===== src/pvtt_cfg.svh =====
// constants for pointer validation and trap table indexing
`ifndef PVTT_CFG_SVH
`define PVTT_CFG_SVH

// pointer tag values
`define TAG_FAULT_LO   5'h00
`define TAG_GATE       5'h01
`define TAG_NIL        5'h02
`define TAG_RESERVED   5'h03
`define TAG_RING_LO    5'h04
`define TAG_RING_HI    5'h07
`define TAG_USER_LO    5'h08
`define TAG_USER_HI    5'h1E
`define TAG_FAULT_HI   5'h1F

// singleword index of each class pointer past the table base
`define IDX_SELF_BASE  4'h0
`define IDX_SOFT_BASE  4'h4
`define IDX_HARD       4'h8
`define IDX_IO_INT     4'h9
`define IDX_CNT_INT    4'hA
`define IDX_EXEC       4'hB
`define IDX_GATE_BASE  4'hC

// each vector is four singlewords long
`define VEC_SHIFT      2

// reset values
`define TBL_BASE_RST   34'h000000000

`endif


===== src/pvtt_pkg.sv =====
// types shared by the pointer validation and trap table logic
package pvtt_pkg;
  `include "pvtt_cfg.svh"

  typedef enum logic [2:0] {
    CLS_SELF    = 3'h0,
    CLS_SOFT    = 3'h1,
    CLS_HARD    = 3'h2,
    CLS_IO_INT  = 3'h3,
    CLS_CNT_INT = 3'h4,
    CLS_EXEC    = 3'h5,
    CLS_GATE    = 3'h6
  } trap_class_t;

  typedef enum logic [1:0] {
    VR_PASS       = 2'h0,
    VR_PROMOTE    = 2'h1,
    VR_RING_FAULT = 2'h2,
    VR_TAG_FAULT  = 2'h3
  } val_result_t;

  typedef enum logic {
    OP_MOVE  = 1'b0,
    OP_CHECK = 1'b1
  } ptr_op_t;

  typedef enum logic [4:0] {
    S_IDLE  = 5'b00001,
    S_TABLE = 5'b00010,
    S_VEC   = 5'b00100,
    S_PUSH  = 5'b01000,
    S_JUMP  = 5'b10000
  } trap_state_t;

  // table singleword that holds the vector set pointer of a class
  function automatic logic [3:0] table_index(trap_class_t cls, logic [1:0] ring);
    logic [3:0] idx;
    idx = `IDX_HARD;
    case (cls)
      CLS_SELF:    idx = `IDX_SELF_BASE + {2'b00, ring};
      CLS_SOFT:    idx = `IDX_SOFT_BASE + {2'b00, ring};
      CLS_HARD:    idx = `IDX_HARD;
      CLS_IO_INT:  idx = `IDX_IO_INT;
      CLS_CNT_INT: idx = `IDX_CNT_INT;
      CLS_EXEC:    idx = `IDX_EXEC;
      CLS_GATE:    idx = `IDX_GATE_BASE + {3'b000, ring[0]};
      default:     idx = `IDX_HARD;
    endcase
    return idx;
  endfunction : table_index
endpackage : pvtt_pkg

===== src/ptr_val_if.sv =====
// carrier between the core and the tag derivation unit
`timescale 1ns/10ps
interface ptr_val_if;
  import pvtt_pkg::*;
  logic        [1:0] level;
  logic        [1:0] execRing;
  logic        [4:0] tag;
  logic        [4:0] newTag;
  val_result_t       result;

  modport core (output level, output execRing, output tag, input newTag, input result);
  modport unit (input level, input execRing, input tag, output newTag, output result);
endinterface : ptr_val_if


===== src/pointer_validation_trap_table.sv =====
// pointer validation for pointer moves and checks, and trap vector location
`timescale 1ns/10ps
`include "pvtt_cfg.svh"
module pointer_validation_trap_table #(
  parameter int          TAG_W        = 5,
  parameter int          ADDR_W       = 31,
  parameter int          PA_W         = 34,
  parameter logic [7:0]  PVAL_TRAP    = 8'h00,
  parameter logic [7:0]  TAG_TRAP     = 8'h01,
  parameter logic [1:0]  HANDLER_WORD = 2'h0
) (
  input  wire logic                      clk,
  input  wire logic                      rstn,
  input  wire logic                      valReq,
  input  wire pvtt_pkg::ptr_op_t         valOp,
  input  wire logic                      valInMemory,
  input  wire logic [1:0]                execRing,
  input  wire logic [1:0]                fetchLevel,
  input  wire logic [TAG_W+ADDR_W-1:0]   ptrIn,
  output logic                           resValid,
  output logic [TAG_W+ADDR_W-1:0]        resPtr,
  output logic                           resFault,
  output pvtt_pkg::val_result_t          resFaultKind,
  input  wire logic                      trapReq,
  input  wire pvtt_pkg::trap_class_t     trapClass,
  input  wire logic [1:0]                trapRing,
  input  wire logic [7:0]                trapNum,
  input  wire logic                      tableBaseLoad,
  input  wire logic [PA_W-1:0]           tableBaseIn,
  output logic [PA_W-1:0]                tableBase,
  output logic                           memRdReq,
  output logic [PA_W-1:0]                memRdAddr,
  input  wire logic                      memRdValid,
  input  wire logic [TAG_W+ADDR_W-1:0]   memRdData,
  output logic                           pushReq,
  input  wire logic                      pushAck,
  output logic                           handlerValid,
  output logic [TAG_W+ADDR_W-1:0]        handlerPtr,
  output logic                           statusLoad,
  output logic                           busy
);
  import pvtt_pkg::*;

  localparam int W = TAG_W + ADDR_W;

  ptr_val_if pv ();

  logic          valAccept;
  logic          trapAccept;
  logic          faultNow;
  logic          resValid_q, resValid_d;
  logic [W-1:0]  resPtr_q, resPtr_d;
  logic          resFault_q, resFault_d;
  val_result_t   faultKind_q, faultKind_d;
  trap_state_t   state_q, state_d;
  logic          busy_q, busy_d;
  trap_class_t   cls_q, cls_d;
  logic [1:0]    ring_q, ring_d;
  logic [7:0]    num_q, num_d;
  logic [PA_W-1:0] base_q, base_d;
  logic          rdReq_q, rdReq_d;
  logic [PA_W-1:0] rdAddr_q, rdAddr_d;
  logic          push_q, push_d;
  logic          jump_q, jump_d;
  logic [W-1:0]  handler_q, handler_d;
  logic          status_q, status_d;

  ////////////////////////////////////////////////////////////////////////////
  // pointer validation

  // starting level: register pointers use the executing ring
  assign pv.level    = valInMemory ? fetchLevel : execRing;
  assign pv.execRing = execRing;
  assign pv.tag      = ptrIn[W-1:ADDR_W];

  ptr_tag_check u_ptr_tag_check (
    .v (pv.unit)
  );

  // requests are refused while a trap sequence runs
  assign valAccept  = valReq && !busy_q;
  assign faultNow   = (pv.result == VR_RING_FAULT) || (pv.result == VR_TAG_FAULT);
  // validation wins a simultaneous trap request, which is then refused
  assign trapAccept = trapReq && !busy_q && !valReq;

  // result of a move or a check, one cycle after acceptance
  always_comb begin
    resValid_d  = valAccept && !faultNow;
    resFault_d  = valAccept && faultNow;
    resPtr_d    = resPtr_q;
    faultKind_d = faultKind_q;
    if (valAccept && !faultNow) begin
      resPtr_d = {pv.newTag, ptrIn[ADDR_W-1:0]};
    end
    if (valAccept && faultNow) begin
      faultKind_d = pv.result;
    end
  end

  always_ff @(posedge clk or negedge rstn) begin
    if (!rstn) begin
      resValid_q  <= 1'b0;
      resPtr_q    <= '0;
      resFault_q  <= 1'b0;
      faultKind_q <= VR_PASS;
    end else begin
      resValid_q  <= resValid_d;
      resPtr_q    <= resPtr_d;
      resFault_q  <= resFault_d;
      faultKind_q <= faultKind_d;
    end
  end

  ////////////////////////////////////////////////////////////////////////////
  // trap sequence: table word, vector word, state push, branch

  always_comb begin
    state_d   = state_q;
    cls_d     = cls_q;
    ring_d    = ring_q;
    num_d     = num_q;
    rdReq_d   = rdReq_q;
    rdAddr_d  = rdAddr_q;
    push_d    = push_q;
    jump_d    = 1'b0;
    status_d  = 1'b0;
    handler_d = handler_q;
    base_d    = tableBaseLoad ? tableBaseIn : base_q;
    case (state_q)
      S_IDLE: begin
        if (valAccept && faultNow) begin
          cls_d    = CLS_HARD;
          ring_d   = 2'h0;
          num_d    = (pv.result == VR_RING_FAULT) ? PVAL_TRAP : TAG_TRAP;
          rdReq_d  = 1'b1;
          rdAddr_d = base_q + PA_W'(`IDX_HARD);
          state_d  = S_TABLE;
        end else if (trapAccept) begin
          cls_d    = trapClass;
          ring_d   = trapRing;
          num_d    = trapNum;
          rdReq_d  = 1'b1;
          rdAddr_d = base_q + PA_W'(table_index(trapClass, trapRing));
          state_d  = S_TABLE;
        end
      end
      S_TABLE: begin
        // the set pointer's address field is used as a singleword address
        if (memRdValid) begin
          rdAddr_d = PA_W'(memRdData[ADDR_W-1:0]) + (PA_W'(num_q) << `VEC_SHIFT)
                     + PA_W'(HANDLER_WORD);
          state_d  = S_VEC;
        end
      end
      S_VEC: begin
        if (memRdValid) begin
          handler_d = memRdData;
          rdReq_d   = 1'b0;
          push_d    = 1'b1;
          state_d   = S_PUSH;
        end
      end
      S_PUSH: begin
        if (pushAck) begin
          push_d   = 1'b0;
          jump_d   = 1'b1;
          status_d = (cls_q != CLS_SOFT) && (cls_q != CLS_SELF);
          state_d  = S_JUMP;
        end
      end
      S_JUMP: begin
        state_d = S_IDLE;
      end
      default: begin
        state_d = S_IDLE;
        rdReq_d = 1'b0;
        push_d  = 1'b0;
      end
    endcase
    busy_d = (state_d != S_IDLE);
  end

  always_ff @(posedge clk or negedge rstn) begin
    if (!rstn) begin
      state_q   <= S_IDLE;
      busy_q    <= 1'b0;
      cls_q     <= CLS_HARD;
      ring_q    <= 2'h0;
      num_q     <= 8'h00;
      base_q    <= `TBL_BASE_RST;
      rdReq_q   <= 1'b0;
      rdAddr_q  <= '0;
      push_q    <= 1'b0;
      jump_q    <= 1'b0;
      handler_q <= '0;
      status_q  <= 1'b0;
    end else begin
      state_q   <= state_d;
      busy_q    <= busy_d;
      cls_q     <= cls_d;
      ring_q    <= ring_d;
      num_q     <= num_d;
      base_q    <= base_d;
      rdReq_q   <= rdReq_d;
      rdAddr_q  <= rdAddr_d;
      push_q    <= push_d;
      jump_q    <= jump_d;
      handler_q <= handler_d;
      status_q  <= status_d;
    end
  end

  // outputs straight from flops
  assign resValid     = resValid_q;
  assign resPtr       = resPtr_q;
  assign resFault     = resFault_q;
  assign resFaultKind = faultKind_q;
  assign tableBase    = base_q;
  assign memRdReq     = rdReq_q;
  assign memRdAddr    = rdAddr_q;
  assign pushReq      = push_q;
  assign handlerValid = jump_q;
  assign handlerPtr   = handler_q;
  assign statusLoad   = status_q;
  assign busy         = busy_q;

  ////////////////////////////////////////////////////////////////////////////
  // checks

  logic [4:0] inTag;
  logic [1:0] inLevel;
  assign inTag   = ptrIn[W-1:ADDR_W];
  assign inLevel = valInMemory ? fetchLevel : execRing;
endmodule : pointer_validation_trap_table


===== src/ptr_tag_check.sv =====
// derives the new tag of a moved pointer from its starting validation level
`timescale 1ns/10ps
`include "pvtt_cfg.svh"
module ptr_tag_check (
  ptr_val_if.unit v
);
  import pvtt_pkg::*;

  logic isRing;
  logic isUser;

  // tag classes
  assign isRing = (v.tag >= `TAG_RING_LO) && (v.tag <= `TAG_RING_HI);
  assign isUser = (v.tag >= `TAG_USER_LO) && (v.tag <= `TAG_USER_HI);

  // tag derivation; a lower level than the executing ring never reaches here,
  // since address validation only ever raises it, so that case keeps the tag
  always_comb begin
    v.newTag = v.tag;
    v.result = VR_PASS;
    if (isRing) begin
      if (v.tag[1:0] < v.level) begin
        v.result = VR_RING_FAULT;
      end else begin
        v.result = VR_PASS;
      end
    end else if (isUser) begin
      if (v.level > v.execRing) begin
        v.newTag = `TAG_RING_LO + {3'b000, v.level};
        v.result = VR_PROMOTE;
      end else begin
        v.result = VR_PASS;
      end
    end else if ((v.tag == `TAG_GATE) || (v.tag == `TAG_NIL)) begin
      v.result = VR_PASS;
    end else begin
      v.result = VR_TAG_FAULT; // fault and reserved tags never move
    end
  end
endmodule : ptr_tag_check


===== config.mk =====
export PLATFORM = sky130hd
export DESIGN_NAME = pointer_validation_trap_table
export DESIGN_NICKNAME = d
export VERILOG_FILES = /design/src/pvtt_pkg.sv /design/src/ptr_val_if.sv /design/src/pointer_validation_trap_table.sv /design/src/ptr_tag_check.sv
export VERILOG_INCLUDE_DIRS = /design/src
export SDC_FILE = /design/constraint.sdc
export NUM_CORES = 1
export LEC_CHECK = 0
export BUFFER_PORTS_ARGS = -buffer_cell sky130_fd_sc_hd__buf_2
export CAP_MARGIN = 30
export CORE_MARGIN = 2
export CORE_UTILIZATION = 51
export DETAILED_ROUTE_END_ITERATION = 8
export GPL_TIMING_DRIVEN = 0
export PLACE_DENSITY_LB_ADDON = 0.12
export SETUP_SLACK_MARGIN = 0.02
export SLEW_MARGIN = 20
export SYNTH_ARGS = -nofsm -noshare
export SYNTH_HDL_FRONTEND = slang
export SYNTH_SLANG_ARGS = --single-unit

===== constraint.sdc =====
create_clock -name clk -period 3 [get_ports clk]
set_clock_uncertainty 0.2 [all_clocks]
set_input_delay 0.15 -clock clk [delete_from_list [all_inputs] [get_ports clk]]
set_output_delay 0.15 -clock clk [all_outputs]
set_load 0.02 [all_outputs]

==> results of run 1 <==
-- synthesized netlist by cell type, types with 9 or more instances --
library cell,n
inv_1,14
a21oi_1,32
dfrtp_1,162
ha_1,16
mux2_2,68
nand4_1,15
nor3_1,26
nor2_1,33
nand2_1,164
nor2b_1,9
xor2_1,12
clkbuf_1,28
xnor2_1,29
a211oi_1,10
nand3_1,28
o21ai_0,55
-- sequential cells by signal, summed over array words and instances, names as in the netlist --
register	cells
busy	1
cls_q	2
handlerPtr	36
handlerValid	1
memRdAddr	34
memRdReq	1
num_q	8
pushReq	1
resFault	1
resFaultKind	2
resPtr	36
resValid	1
state_q	5
statusLoad	1
tableBase	34
-- cell usage in the layout, fill, tap and decap left out, drive strengths merged, types with 26 or more instances in the layout --
master / instances
mux2: 69
buf: 289
nor3: 26
dfrtp: 162
clkbuf: 49
a21oi: 32
nand2: 164
dlygate4sd3: 120
nand3: 28
nor2: 33
xnor2: 29
o21ai: 56
-- area by class of cell --
cell class	instances	share of cell area
inverters	15	0.00497
clock inverters	9	0.0149
diodes	1	0.000212
well taps	216	0.0228
flip-flops and latches	164	0.347
multi-input cells	612	0.334
plain buffers	38	0.0147
clock buffers	20	0.0386
repair buffers	400	0.223
-- per-layer routing --
| layer | vias up | part of all wire | global-route usage |
|---|---|---|---|
| met2 | 262 | 0.49 | 0.502 |
| met5 | - | 0 | 0 |
| met1 | 3822 | 0.41 | 0.358 |
| li1 | 3771 | - | - |
| met4 | 0 | 0.031 | 0.109 |
| met3 | 56 | 0.060 | 0.0752 |
-- timing repair --
action / 4_1_cts / 5_1_grt
setup endpoints to repair: 3 / 42
resized for setup: 2 / 23
buffers inserted: 0 / 1
hold endpoints to repair: 210 / 0
hold buffers: 120 / 0
pin swaps: 0 / 1
-- tightest hold or removal path, stage by stage --
cell     delay (ps)
buf_2           100
o21ai_1         100
mux2i_1         140
o21ai_0          90
-- how the worst max path moves through the flow --
stage	start	to	slack, ps	cells after the start
final	ptrIn[34]	memRdAddr[31]	70	11
after global routing	ptrIn[34]	num_q[2]	30	11
after CTS	ptrIn[34]	memRdAddr[31]	20	11
after detailed placement	execRing[1]	state_q[1]	-410	13
after global placement	rstn	handlerPtr[27]	-950	1
after floorplan	execRing[1]	memRdAddr[14]	180	12
-- logic make-up (layout without fill, tap and decap cells) --
group                    after synthesis  after routing  synth area share
flip-flops                           164            164             0.498
other                                  0              1                 0
AO/OA/AOI/OAI                        166            166             0.130
XOR/XNOR                              41             41            0.0436
adder cells (fa/ha/maj)               18             18            0.0291
AND/OR/NAND/NOR                      314            314             0.173
multiplexers                          73             73            0.0995
buffers and inverters                 54            482            0.0269
-- metrics by stage --
stage / setup TNS [ps] / utilization
6_report: 0 / 0.747
5_1_grt: 0 / 0.747
4_1_cts: 0 / 0.744
3_5_place_dp: -9390 / 0.628
3_3_place_gp: -159070 / 0.626
2_1_floorplan: 0 / -
-- where the power goes --
part / internal, mW / switching [mW] / total, mW
Combinational: 1.40 / 2.28 / 3.68
Sequential: 2.94 / 0.440 / 3.38
Clock: 1.51 / 0.844 / 2.35
==> reports/summary.txt, run 1 <==
R2R Setup Slk = 190 ps
CTS tree = done
RR Endpoint = memRdAddr[24]
CP required = 3090 ps
Via density = 5.36
Worst reg2reg path depth = 8
Gr ovfl total = 0
Detailed Routing Iterations Pass 1 = 5
Total vias in the final route = 7,911
Cell Area, Synth = 8250 um2
Hold_ws = 12.8 ps
Fin worst setup slack = 65.3 ps
Clk buf depth = 2
Pleak = 5.77 nW
IO Port Bufs = 278
CP Buf/Inv Count = 4
Total track usage = 0.293
Worst VDD drop = 0.574 mV
Die height = 131 um
Maxcap violations = 0
Leading area contributor after synthesis = dfrtp_1
Worst min-delay path category = primary input to register
Num ports = 281
Yosys Warn Count = 0
Core ar. = 15,800 um2
FP Rows = 46
Yosys top cell area share = 0.492
Crit-path cells = dlygate4sd3_1, buf_2, or3_1, a2111o_1, and3_4, buf_6, mux2i_1, buf_4, o31a_1, o21ai_1, a31oi_1
Multi-input combinational cell area = 3950 um2
Die width = 131 um
Synthesized net count = 980
Startpoint class of the critical path = primary input
Post-placement cell count = 1,325
RSZ-0062 raised after global routing = false
Initial core utilization = 0.521
Final period util = 0.978
Post-synth EDFFs = 0
Pwr/cell area = 795 nW/um2
WP data arrival = 3030 ps
Worst skew pair latency = 420 ps
Ranking of synthesized cells by area = dfrtp_1, mux2_2, nand2_1, o21ai_0, xnor2_1
Vias in the first global route = 8,062
Nets = 1,398
Final Cell Area = 11,800 um2
DRC = 0
Sequential area share after synthesis = 0.498
Final Hold Viols = 0
Post-DP HPWL = 17,600 um
Critical Path Fanout Max = 10
Hold worst-path end = resPtr[32]
Crit-path max cell delay = 550 ps
Initial antenna violation count = 1
Layout cell share with drive strength beyond 1 = 0.322
CTS buffer count = 17
Fin cells = 1,475
Unique masters post-synth = 65
FF+latch area = 4110 um2
Outcome = finished clean
FF+latch count, synth = 164
Fin crit period = 2930 ps
Slew HR = 0.514
Mean Syn Cell Area = 9.93 um2
Crit-path slowest cell = dlygate4sd3_1
Routed Antenna Nets = 0
Critical Path Sink Type = register
Drt wl/cell = 16.9 um
Placement Setup Slack = -405 ps
Pwr Total = 9.40 mW
Drt total wl = 25,000 um
Post-synthesis cell count = 830
Fill cell count = 1,153
CTS root buffer = clkbuf_16
Layout area overhead = 43.5%
Cell family with most CP delay = compound AO/OA/AOI/OAI gates
Slew Viols, Final = 0
Placed inst area = 9940 um2
Fraction of registers with async set/reset = 1.00
Clock-pin slew on the worst setup and hold paths = 60 ps
Least-Margin Pin Slew = 723 ps
Crit Path Class = primary input to register
First-pass GRT wire length = 40,300 um
Post-synth top flop = dfrtp_1
Clk sinks = 164
Worst hold path stage count = 4
Largest net degree at the start of global routing = 97
H-Tree Level Count = 4
R2r startpoint = tableBase[0]
Worst hold start = valInMemory
Final GP Congestion = 0.859
Iter 0 DRT Violations = 497
Die Outline Area = 17,200 um2
Final number of setup-violating endpoints = 0
Max Clk Rate = 341 MHz
(Power assumes the default switching activity.)
==> inputs of run 2 (changes only) <==
CORE_UTILIZATION = 41   (was 51)
==> run 2 against run 1 <==
The run now ends with hold timing left. Sequential power about the same. Final area barely moved. Global-route usage fell by 4.9 points. Power down 3.0%. Routed wire length rose by 3.9%. Hold slack got worse by 23 ps. First-iteration DRC count is 30% lower. Critical path depth decreased by 1. Die area up 24%. Fmax increased by 1.2%. Largest cell class unchanged.
==> reports/summary.txt, run 2 (synthesized netlist as in run 1, its figures left out) <==
Die Outline Area = 21,300 um2
H-Tree Level Count = 4
CTS root buffer = clkbuf_16
Startpoint class of the critical path = primary input
Worst VDD drop = 0.460 mV
Commonest non-fill, non-tap cell in the layout = buf_2
Final Hold Viols = 1
Metal2 WL = 12,800 um
Met3 wire length = 1450 um
CP startpoint = ptrIn[33]
Drt total wl = 26,000 um
WP data arrival = 3010 ps
Maxcap violations = 0
Final period util = 0.967
CTS buffer count = 17
Failing checks = hold timing
Clk sinks = 164
Die width = 146 um
Post-DP HPWL = 18,800 um
Worst hold start = valInMemory
Layout cell share with drive strength beyond 1 = 0.325
Critical Path Fanout Max = 9
Iter 0 DRT Violations = 348
Slew Viols, Final = 0
FP Rows = 51
Num ports = 281
R2r startpoint = tableBase[0]
Core ar. = 19,600 um2
Max Clk Rate = 345 MHz
Total vias in the final route = 7,833
Vias in the first global route = 7,679
CTS tree = done
Final core occ = 0.604
Fin worst setup slack = 100 ps
Fin cells = 1,528
Clock-pin slew on the worst setup and hold paths = 60 ps
Placement Setup Slack = -406 ps
First-pass GRT wire length = 41,000 um
Detailed Routing Iterations Pass 1 = 5
Final GP Congestion = 0.845
Die height = 146 um
Most frequent cells in the layout = buf_2, nand2_1, dfrtp_1, dlygate4sd3_1, mux2_2
Initial antenna violation count = 1
Pwr/cell area = 771 nW/um2
DRC = 0
Routed Antenna Nets = 0
Outcome = finished, violations left
Least-Margin Pin Slew = 700 ps
Via density = 5.13
Worst skew pair latency = 430 ps
Post-placement cell count = 1,374
Gr ovfl total = 0
Highest routed metal layer = met4
Largest net degree at the start of global routing = 95
IO Port Bufs = 278
Fin crit period = 2900 ps
Critical Path Sink Type = register
Total negative setup slack = 0 ps
CP required = 3110 ps
Final Cell Area = 11,800 um2
Worst min-delay path category = primary input to register
Drt wl/cell = 17.0 um
Pwr Total = 9.12 mW
Layout area overhead = 43.4%
Total track usage = 0.244
Crit Path Class = primary input to register
Nets = 1,399
Pleak = 5.72 nW
Hold_ws = -10.4 ps
M1 WL = 11,200 um
Final number of setup-violating endpoints = 0
Slew HR = 0.529
Initial core utilization = 0.421
Placed inst area = 10,000 um2
Clk buf depth = 2
[run 2: final cells by class]
| class | count | area (um2) |
|---|---|---|
| clock inverter | 9 | 80.1 |
| timing repair buffer | 400 | 2640 |
| antenna | 1 | 2.50 |
| clock buffer | 23 | 468 |
| sequential | 164 | 4110 |
| tap | 265 | 332 |
| buffer | 39 | 179 |
| fill | 1760 | 7770 |
| inverter | 15 | 61.3 |
| multi-input combinational | 612 | 3960 |
[run 2: power by group]
part / internal (mW) / switching [mW]
combinational: 1.41 / 2.28
clock: 1.18 / 0.875
sequential: 2.93 / 0.444
total: 5.52 / 3.60
[run 2: metal layers]
| metal | global-route usage | vias to the layer above |
|---|---|---|
| li1 | - | 3763 |
| met1 | 0.312 | 3811 |
| met2 | 0.413 | 226 |
| met3 | 0.0567 | 33 |
| met4 | 0.0735 | 0 |
| met5 | 0 | - |
[run 2: final timing paths]
| path | to | slack (ps) | cells past startpoint |
|---|---|---|---|
| max | memRdAddr[14] | 100 | 10 |
| min | resPtr[32] | -10 | 4 |
| max reg2reg | memRdAddr[24] | 210 | 8 |
| min reg2reg | resFaultKind[1] | 260 | 1 |
| max in group asynchronous | handlerPtr[12] | 1680 | 3 |
| min in group asynchronous | resPtr[23] | 60 | 2 |
[run 2: critical path: stages]
cell and delay (ps):
dlygate4sd3_1 530, buf_2 150, or3_1 400, a2111o_1 440, and3_4 210, inv_6 100
o21ai_4 100, or4_4 520, xnor2_1 150, o221a_2 250
[run 2: repair_timing]
| item | in CTS | in global routing |
|---|---|---|
| pin swaps | 0 | 2 |
| buffers inserted | 0 | 2 |
| gates resized for setup | 3 | 30 |
| setup endpoints to repair | 7 | 46 |
| hold buffers | 119 | 0 |
| hold endpoints to repair | 208 | 0 |
